### src/rtl/sfot_defines.svh
/*
 Timing figures and cycle counts of the internal operation sequencer.
 Assumes a 125 MHz core clock; counts other than page program are derived from the printed times.
*/
`ifndef SFOT_DEFINES_SVH
`define SFOT_DEFINES_SVH

// ==========================================================
// clock
// ==========================================================
`define SFOT_CLK_MHZ 125
// ==========================================================
// durations in ms (typical, maximum)
// ==========================================================
`define SFOT_SSE_TYP_MS 10
`define SFOT_SSE_MAX_MS 130
`define SFOT_SE_TYP_MS 15
`define SFOT_SE_MAX_MS 180
`define SFOT_CHE_TYP_MS 120
`define SFOT_CHE_MAX_MS 1500
`define SFOT_WRSR_TYP_MS 5
`define SFOT_WRSR_MAX_MS 8
// ==========================================================
// recovery delays in us (maximum)
// ==========================================================
`define SFOT_RSUS_MAX_US 40
`define SFOT_RDP_MAX_US 40
// ==========================================================
// derived cycle counts (typical figures used as busy time)
// ==========================================================
`define SFOT_MS_CYC (`SFOT_CLK_MHZ * 1000)
`define SFOT_SSE_CYC (`SFOT_SSE_TYP_MS * `SFOT_MS_CYC)
`define SFOT_SE_CYC (`SFOT_SE_TYP_MS * `SFOT_MS_CYC)
`define SFOT_CHE_CYC (`SFOT_CHE_TYP_MS * `SFOT_MS_CYC)
`define SFOT_WRSR_CYC (`SFOT_WRSR_TYP_MS * `SFOT_MS_CYC)
`define SFOT_RSUS_CYC (`SFOT_RSUS_MAX_US * `SFOT_CLK_MHZ)
`define SFOT_RDP_CYC (`SFOT_RDP_MAX_US * `SFOT_CLK_MHZ)
`define SFOT_PP_CYC 62500
`define SFOT_CNT_W 28

`endif

### src/rtl/sfot_pkg.sv
/*
 Types shared by the operation sequencer.
 Assumes sfot_defines.svh is available for widths.
*/
`include "sfot_defines.svh"

package sfot_pkg;
   // ==========================================================
   // operation codes
   // ==========================================================
   typedef enum logic [2:0] {
      SFOT_OP_NONE,
      SFOT_OP_SSE,
      SFOT_OP_SE,
      SFOT_OP_CHE,
      SFOT_OP_PP,
      SFOT_OP_WRSR
   } sfot_op_type;
   typedef logic [`SFOT_CNT_W-1:0] sfot_cnt_type;
endpackage : sfot_pkg

### src/rtl/sfot_seq.sv
/*
 Internal operation sequencer of a serial flash: busy timing for erase,
 program and status write, write-enable latch housekeeping, and recovery
 delays after suspend and deep power-down exit.
 Assumes a command decoder on core_clk_in gives single-cycle strobes.
*/
// Behaviour
// - small sector erase busy, typ 10ms, max 130ms
// - sector erase busy, typ 15ms, max 180ms
// - chip erase busy, typ 120ms, max 1500ms
// - ready within 40us after suspend
// - standby within 40us after powerdown exit
// - status write end clears write-enable latch
// - any erase end clears write-enable latch
// - page program end clears write-enable latch
// - status write busy, typ 5ms, max 8ms
`timescale 1ns/100ps
`include "sfot_defines.svh"

module sfot_seq
   import sfot_pkg::*;
#(
   parameter int CNT_W = `SFOT_CNT_W,
   parameter int SMALL_SECTOR_ERASE_DURATION = `SFOT_SSE_CYC,
   parameter int SECTOR_ERASE_DURATION = `SFOT_SE_CYC,
   parameter int WHOLE_ARRAY_ERASE_DURATION = `SFOT_CHE_CYC,
   parameter int STATUS_WRITE_DURATION = `SFOT_WRSR_CYC,
   parameter int PAGE_PROGRAM_DURATION = `SFOT_PP_CYC,
   parameter int SUSPEND_RECOVERY_DELAY = `SFOT_RSUS_CYC,
   parameter int POWERDOWN_EXIT_DELAY = `SFOT_RDP_CYC
) (
   // clock and reset
   input wire logic core_clk_in,
   input wire logic sys_rst_in,
   // command strobes
   input wire logic wren_cmd_in,
   input wire logic wrdi_cmd_in,
   input wire logic op_start_in,
   input wire sfot_pkg::sfot_op_type op_code_in,
   input wire logic suspend_cmd_in,
   input wire logic pd_enter_in,
   input wire logic pd_exit_in,
   // status
   output logic busy_out,
   output logic wel_out,
   output logic ready_out,
   output logic powered_down_out,
   output logic op_done_out,
   output logic rejected_out
);
   import sfot_pkg::*;

   // ==========================================================
   // state
   // ==========================================================
   typedef enum logic [2:0] {
      SFOT_IDLE,
      SFOT_BUSY,
      SFOT_SUSP_REC,
      SFOT_SUSPENDED,
      SFOT_DPD,
      SFOT_DPD_REC
   } sfot_state_type;

   sfot_state_type state_r, state_nxt;
   logic wel_r, wel_nxt;
   logic busy_r, busy_nxt;
   logic ready_r, ready_nxt;
   logic pd_r, pd_nxt;
   logic done_r, done_nxt;
   logic rej_r, rej_nxt;
   logic load;
   logic abort;
   logic [CNT_W-1:0] len;
   logic tmr_run;
   logic tmr_done;

   initial begin
      if (WHOLE_ARRAY_ERASE_DURATION >= (64'd1 << CNT_W)) $error("counter too narrow");
      if (SUSPEND_RECOVERY_DELAY < 1 || POWERDOWN_EXIT_DELAY < 1) $error("delay below one");
   end

   // cycle count for an operation
   function automatic logic [CNT_W-1:0] op_len(input sfot_op_type op);
      logic [CNT_W-1:0] v;
      v = '0;
      unique case (op)
         SFOT_OP_SSE: v = CNT_W'(SMALL_SECTOR_ERASE_DURATION);
         SFOT_OP_SE: v = CNT_W'(SECTOR_ERASE_DURATION);
         SFOT_OP_CHE: v = CNT_W'(WHOLE_ARRAY_ERASE_DURATION);
         SFOT_OP_WRSR: v = CNT_W'(STATUS_WRITE_DURATION);
         SFOT_OP_PP: v = CNT_W'(PAGE_PROGRAM_DURATION);
         default: v = '0;
      endcase
      return v;
   endfunction : op_len

   // ==========================================================
   // timer
   // ==========================================================
   sfot_timer #(
      .CNT_W(CNT_W)
   ) u_timer (
      .core_clk_in(core_clk_in),
      .sys_rst_in(sys_rst_in),
      .load_in(load),
      .abort_in(abort),
      .len_in(len),
      .running_out(tmr_run),
      .done_out(tmr_done)
   );

   // next state
   always_comb begin
      state_nxt = state_r;
      wel_nxt = wel_r;
      busy_nxt = busy_r;
      ready_nxt = ready_r;
      pd_nxt = pd_r;
      done_nxt = 1'b0;
      rej_nxt = 1'b0;
      load = 1'b0;
      abort = 1'b0;
      len = '0;
      unique case (state_r)
         SFOT_IDLE: begin
            if (pd_enter_in) begin
               state_nxt = SFOT_DPD;
               pd_nxt = 1'b1;
               ready_nxt = 1'b0;
            end else if (op_start_in) begin
               if (wel_r && op_code_in != SFOT_OP_NONE) begin
                  state_nxt = SFOT_BUSY;
                  busy_nxt = 1'b1;
                  ready_nxt = 1'b0;
                  load = 1'b1;
                  len = op_len(op_code_in);
               end else begin
                  rej_nxt = 1'b1;
               end
            end else if (wrdi_cmd_in) begin
               wel_nxt = 1'b0;
            end else if (wren_cmd_in) begin
               wel_nxt = 1'b1;
            end
         end
         SFOT_BUSY: begin
            if (op_start_in || wren_cmd_in || wrdi_cmd_in) rej_nxt = 1'b1;
            if (tmr_done) begin
               state_nxt = SFOT_IDLE;
               busy_nxt = 1'b0;
               ready_nxt = 1'b1;
               wel_nxt = 1'b0;
               done_nxt = 1'b1;
            end else if (suspend_cmd_in) begin
               abort = 1'b1;
               load = 1'b1;
               len = CNT_W'(SUSPEND_RECOVERY_DELAY);
               state_nxt = SFOT_SUSP_REC;
            end
         end
         SFOT_SUSP_REC: begin
            if (tmr_done) begin
               state_nxt = SFOT_SUSPENDED;
               ready_nxt = 1'b1;
            end
         end
         SFOT_SUSPENDED: begin
            // suspended operation is dropped; latch is cleared here
            state_nxt = SFOT_IDLE;
            busy_nxt = 1'b0;
            wel_nxt = 1'b0;
         end
         SFOT_DPD: begin
            if (pd_exit_in) begin
               state_nxt = SFOT_DPD_REC;
               load = 1'b1;
               len = CNT_W'(POWERDOWN_EXIT_DELAY);
            end
         end
         SFOT_DPD_REC: begin
            if (tmr_done) begin
               state_nxt = SFOT_IDLE;
               pd_nxt = 1'b0;
               ready_nxt = 1'b1;
            end
         end
      endcase
   end

   // registers
   always_ff @(posedge core_clk_in) begin
      if (sys_rst_in) begin
         state_r <= SFOT_IDLE;
         wel_r <= 1'b0;
         busy_r <= 1'b0;
         ready_r <= 1'b1;
         pd_r <= 1'b0;
         done_r <= 1'b0;
         rej_r <= 1'b0;
      end else begin
         state_r <= state_nxt;
         wel_r <= wel_nxt;
         busy_r <= busy_nxt;
         ready_r <= ready_nxt;
         pd_r <= pd_nxt;
         done_r <= done_nxt;
         rej_r <= rej_nxt;
      end
   end

   // status outputs straight from flops
   assign busy_out = busy_r;
   assign wel_out = wel_r;
   assign ready_out = ready_r;
   assign powered_down_out = pd_r;
   assign op_done_out = done_r;
   assign rejected_out = rej_r;
endmodule : sfot_seq

### src/rtl/sfot_timer.sv
/*
 Down counter: loaded with a length, pulses done when it reaches zero.
 Assumes load is a single-cycle request from the sequencer on the same clock.
*/
`timescale 1ns/100ps
`include "sfot_defines.svh"

module sfot_timer #(
   parameter int CNT_W = `SFOT_CNT_W
) (
   // clock and reset
   input wire logic core_clk_in,
   input wire logic sys_rst_in,
   // control
   input wire logic load_in,
   input wire logic abort_in,
   input wire logic [CNT_W-1:0] len_in,
   // status
   output logic running_out,
   output logic done_out
);
   logic [CNT_W-1:0] cnt_r, cnt_nxt;
   logic run_r, run_nxt;
   logic done_r, done_nxt;

   initial begin
      if (CNT_W < 2) $error("timer width too small");
   end

   // next count
   always_comb begin
      cnt_nxt = cnt_r;
      run_nxt = run_r;
      done_nxt = 1'b0;
      // a reload wins over a stop in the same cycle, else suspend never recovers
      if (load_in) begin
         cnt_nxt = (len_in > 1) ? len_in - 1'b1 : '0;
         run_nxt = 1'b1;
      end else if (abort_in) begin
         run_nxt = 1'b0;
      end else if (run_r) begin
         if (cnt_r == '0) begin
            run_nxt = 1'b0;
            done_nxt = 1'b1;
         end else begin
            cnt_nxt = cnt_r - 1'b1;
         end
      end
   end

   // registers
   always_ff @(posedge core_clk_in) begin
      if (sys_rst_in) begin
         cnt_r <= '0;
         run_r <= 1'b0;
         done_r <= 1'b0;
      end else begin
         cnt_r <= cnt_nxt;
         run_r <= run_nxt;
         done_r <= done_nxt;
      end
   end

   assign running_out = run_r;
   assign done_out = done_r;
endmodule : sfot_timer

### config.mk
export PLATFORM = sky130hd
export DESIGN_NAME = sfot_seq
export DESIGN_NICKNAME = d
export VERILOG_FILES = /design/src/rtl/sfot_pkg.sv /design/src/rtl/sfot_seq.sv /design/src/rtl/sfot_timer.sv
export VERILOG_INCLUDE_DIRS = /design/src /design/src/rtl
export SDC_FILE = /design/constraint.sdc
export NUM_CORES = 1
export LEC_CHECK = 0
export ABC_AREA = 1
export BUFFER_PORTS_ARGS = -buffer_cell sky130_fd_sc_hd__buf_2
export CAP_MARGIN = 20
export CORE_ASPECT_RATIO = 1.4
export CORE_MARGIN = 8
export CORE_UTILIZATION = 65
export DETAILED_ROUTE_END_ITERATION = 6
export GPL_ROUTABILITY_DRIVEN = 0
export PLACE_DENSITY_LB_ADDON = 0.1
export SLEW_MARGIN = 20
export SYNTH_ARGS = -nofsm -noshare
export SYNTH_HDL_FRONTEND = slang
export SYNTH_SLANG_ARGS = --single-unit
### constraint.sdc
create_clock -name core_clk_in -period 4.2 [get_ports core_clk_in]
set_input_delay 0.21 -clock core_clk_in [delete_from_list [all_inputs] [get_ports core_clk_in]]
set_output_delay 0.21 -clock core_clk_in [all_outputs]
set_load 0.01 [all_outputs]
# After elaboration in Yosys (flattened, before gate mapping)
# Index checks and enable logic that the tools add are counted.
[totals]
regBits = 39
latchBits = 0
ram_bits = 0
romBits = 0
inputBits = 11
n_memories = 0
[classes]
add_sub_neg = 2
n_mul = 0
n_div = 0
n_lt_le_gt_ge = 1
eq_ne = 26
n_shift = 0
muxes = 58
bitwise = 2
n_reduce_logical = 19
[ops]
columns = ["cell", "count"]
rows = [
  ["$mux 28", 5],
  ["$pmux 24 s5", 1],
  ["$mux 24", 3],
  ["$pmux 24 s3", 1],
  ["$mux 13", 3],
  ["$mux 1", 30],
  ["$logic_not 28->1", 1],
  ["$sub 28x1->28 const B", 1],
  ["$sub 24x1->25 const B", 1],
  ["$gt 24x1->1 const B", 1],
  ["$mux 3", 8],
  ["$pmux 3 s6", 1],
  ["$ne 2x2->1 const B", 8],
  ["$eq 3x2->1 const B", 4],
  ["$eq 3x3->1 const B", 4],
  ["$reduce_and 5->1", 2],
  ["$ne 3x3->1 const B", 3],
  ["$pmux 1 s3", 3],
  ["$ne 2x1->1 const B", 4],
  ["$eq 3x1->1 const B", 2],
  ["$pmux 1 s2", 3],
  ["$reduce_and 3->1", 2],
  ["$reduce_and 6->1", 1],
  ["$reduce_bool 2->1", 3],
  ["10 further kinds", 13],
]

# Longest topological paths before layout
[depth]
depth_word = 9
mapped_depth = 15

# Cells and area by module
# Synthesis repeated with hierarchy kept, for this count alone.
[hier_totals]
hier_cells = 705
hier_area_um2 = 3906.2
[by_module_without_submodules]
columns = ["module", "instances", "cells_per_inst", "area_per_inst_um2"]
rows = [
  ["sfot_timer", 1, 559, 3007.9],
  ["sfot_seq", 1, 146, 898.4],
]

# Least setup slack after synthesis
# Ideal clock, no wire load.
[synth_path]
path_kind = "register to register"
start = "register state_r[0]"
end = "register u_timer.cnt_r[8]"
setup_ns = 0.122
t_arrival_ns = 1.859
required_time_ns = 4.078
setup_slack_ns = 2.220
stages_incl_launch_ff = 14
n_path_buf = 0
cell_sequence = "dfxtp_1 nor2_2 nand3_1 inv_1 nand2_1 nor2_1 nand2_1 nand2_1 inv_1 ha_1 nand3_1 inv_1 o21ai_0 a21oi_1"
[synth_via]
elab_chain_len = 5
word_cells_on_any_way = 14
classes_between = "add/sub: 1; order compare: 1; eq/ne: 4; mux: 5; reduce/logical: 3"
[synth_lines]
columns = ["element", "line", "rtl"]
rows = [
  ["start, declared", "sfot_seq.sv:65", "sfot_state_type state_r, state_nxt;"],
  ["start signal, assigned", "sfot_seq.sv:202", "state_r <= state_nxt;"],
  ["$eq 3x3->1 (tied with other cells)", "sfot_seq.sv:125", "unique case (state_r)"],
  ["$pmux 24 s3", "sfot_seq.sv:125", ""],
  ["$sub 24x1->25 / $gt 24x1->1 (equally long branches)", "sfot_timer.sv:37", "cnt_nxt = (len_in > 1) ? len_in - 1'b1 : '0;"],
  ["$mux 28", "sfot_timer.sv:37", ""],
  ["$mux 28", "sfot_timer.sv:36", "if (load_in) begin"],
  ["end signal, assigned", "sfot_timer.sv:58", "cnt_r <= cnt_nxt;"],
  ["end, declared", "sfot_timer.sv:22", "logic [CNT_W-1:0] cnt_r, cnt_nxt;"],
]
# Several ways; a longest one is shown, not always the timed one.
# A chain may end at the register's enable or synchronous reset.

# Worst setup path in the final report
[layout_path]
start = "register state_r[2]"
end = "register u_timer.cnt_r[8]"
# The elaborated chain is that of the path after synthesis.

==> impl_metrics.ini <==
[critical_path]
critPathKind = reg2reg
worstPathMaxFanout = 12
reg2reg_depth = 13
r2r_start = state_r[2]
start_kind = flop
arrival_ns = 2.74
r2r-end = u_timer.cnt_r[8]
ff2ff_setup_slack_ns = 1.64
cp-end-kind = flop
required_ns = 4.38

[place]
place_area_mm2 = 0.00299
dpl_worst_slack_ns = 1.69
place_hpwl_um = 5450
io_buffers = 16

[synth]
yosysTopAreaCell = dfxtp_1
synth_edf_count = 0
syn-num-nets = 491
synth.top_cell.area_share_pct = 26.9
syn_inst = 476
ys_types = 38
synthTopCellsByArea = dfxtp_1 (27%), nand2_1 (13%), o21ai_0 (12%), nor2_1 (9.7%), inv_1 (6.3%)
async_flop_share_pct = 0
ys.flop_type = dfxtp_1
yosys_warnings = 0
avgSynthCellArea_um2 = 6.09
seq_area_frac_synth_pct = 26.9
syn_area_mm2 = 0.00290
ys_ff_latch = 39

[clock_network]
clock-sinks = 39
post_cts_buffers = 0
tritoncts = built
clock_latency_ns = 0.30
clkTransAtPathRegs_ns = 0.08
cts.path.max_buffers = 2
htreeDepth = 2
cts_root_buf = clkbuf_8
cts_hold_buf = 0
cts_resized = 0
numCtsBuffers = 5

[hold_path]
whs_endpoint = powered_down_out
hp-start = sys_rst_in
hold_depth = 2
hold_path.class = in2reg

[floorplan]
start_util_pct = 67.9
fp.dieW_um = 72.5
dieArea_mm2 = 0.00689
die_y_um = 95.0
io-pin-count = 17
core_area_mm2 = 0.00427
num_rows = 28

[sta]
period_minus_slack_ns = 2.56
max-slew-margin-rel_pct = 46.1
post-route-period-util_pct = 60.9
hold_viol = 0
setup_tns_ns = 0
drv_slew = 0
timing.fmax_mhz = 391
worst_pin_slew_ns = 0.808
setup_viol = 0
finalWorstSetupSlack_ns = 1.64
fin_worst_skew_ns = 0.00780
grt_setup_unrepaired = false

[global_routing]
grt_max_degree = 38
grt_remaining_overflow = 0
antenna_found_initial = 0
track_usage_pct = 22.2
grt_pass1_wl_um = 12600
first_global_vias = 2936

[pwr]
p_leak_nw = 1.45
powerDensity_mw_per_mm2 = 916
p_total_mw = 2.86
vdd_drop_max_uv = 560

[finish]
fill_cells = 385
area_growth_pct = 7.81
layout.nets = 501
final_cell_area_mm2 = 0.00313
n_antenna_cell = 0
drive_above_1_share_pct = 8.83
post-route-util_pct = 73.2

[outcome]
outcome = completed

[routing]
wl_met2_um = 3580
met3_wirelength_um = 413
highest_layer = met4
viasPerCell = 5.71
wl_met1_um = 3240
first_pass_iters = 5
postRouteWirelength_um = 7440
drt-wirelength-per-cell_um = 13.6
vias = 3125
drc = 0
route.antenna.remaining_nets = 0
drtIter0Drc = 330

[job]
maxCapViolCount = 0
==> cell usage after synthesis (2+ instances only) <==
master,instances
inv_2,4
ha_1,4
xor2_1,7
nand3_2,3
o21ai_0,67
dfxtp_1,39
buf_2,3
xnor2_1,8
a21oi_1,35
o21bai_1,3
inv_1,49
o211ai_1,5
o21ai_1,3
nor2_1,75
nand4_1,9
nand2_1,97
clkbuf_1,7
nor3_1,2
a211oi_1,2
nand3b_1,2
nor2_4,3
nand3_1,31
or2_2,3
==> cell type report <==
cell class                 instances  area (µm²)  area share (%)
multi-input combinational        371        1860            59.3
sequential                        39         781            25.0
inverter                          53         199            6.36
timing repair buffer              16        80.1            2.56
tap                               60        75.1            2.40
clock buffer                       5        68.8            2.20
clock inverter                     3        67.6            2.16
==> state kept, by name, indices dropped and copies added, names as in the netlist <==
name / cells
wel_out: 1
state_r: 3
u_timer.done_out: 1
u_timer.running_out: 1
op_done_out: 1
busy_out: 1
u_timer.cnt_r: 28
ready_out: 1
powered_down_out: 1
rejected_out: 1
==> cells in the final DEF (no fill, tap or decap), types with 4 or more instances in the layout <==
master | Yosys | final
nand4_1 | 9 | 9
o211ai_1 | 5 | 5
dfxtp_1 | 39 | 39
nand2_1 | 97 | 97
buf_2 | 3 | 16
clkbuf_8 | 0 | 5
nor2_1 | 75 | 75
nand3_1 | 31 | 31
xnor2_1 | 8 | 8
inv_1 | 49 | 49
o21ai_0 | 67 | 67
ha_1 | 4 | 4
xor2_1 | 7 | 7
a21oi_1 | 35 | 35
inv_2 | 4 | 4
==> worst max-delay path, cell delays in order (launching register included) <==
cell and delay (ns):
dfxtp_1 0.37, inv_1 0.30, nand3_1 0.21, inv_1 0.11, nand2_1 0.08, nor2_1 0.16
nand2_1 0.22, nand2_1 0.17, inv_1 0.05, ha_1 0.26, nand3_1 0.20, inv_1 0.06
o21ai_0 0.17, a21oi_1 0.09
==> cell families (layout without fill, tap and decap cells) <==
group                      count (synthesis)  count (layout)  share of synthesized area (%)
xor gates and xnor gates                  15              15                           4.53
buffers and inverters                     66              77                           9.10
and+or+nand+nor                          231             231                           35.2
DFF                                       39              39                           26.9
adders and majority gates                  4               4                           1.73
AOI/OAI and AO/OA                        121             121                           22.5
==> report_power, final <==
| group | leakage (nW) | switching (mW) | internal [mW] | total, mW |
|---|---|---|---|---|
| sequential | 0.321 | 0.201 | 0.542 | 0.743 |
| clock | 0.0644 | 0.143 | 0.237 | 0.380 |
| combinational | 1.07 | 1.13 | 0.607 | 1.74 |
| total | 1.45 | 1.48 | 1.39 | 2.86 |
==> routing by layer <==
metal	GRT usage [%]	vias up
li1	-	1588
met1	25.0	1406
met2	38.8	115
met3	4.41	16
met4	11.1	0
met5	0	-
==> through the flow <==
stage | hold slack, ns | std cells
final | 0.185 | 547
after global routing | 0.197 | 547
after CTS | 0.182 | 547
after detailed placement | 0.447 | 539
after global placement | 0.450 | 539
after floorplan | 0.384 | 476
==> worst max path at each step <==
stage	startpoint	depth (start not counted)	to
CTS	state_r[2]	13	u_timer.cnt_r[8]
finish	state_r[2]	13	u_timer.cnt_r[8]
global placement	state_r[2]	13	u_timer.cnt_r[8]
detailed placement	state_r[2]	13	u_timer.cnt_r[8]
global route	state_r[2]	13	u_timer.cnt_r[8]
floorplan	state_r[0]	13	u_timer.cnt_r[8]
(Power assumes the default switching activity.)
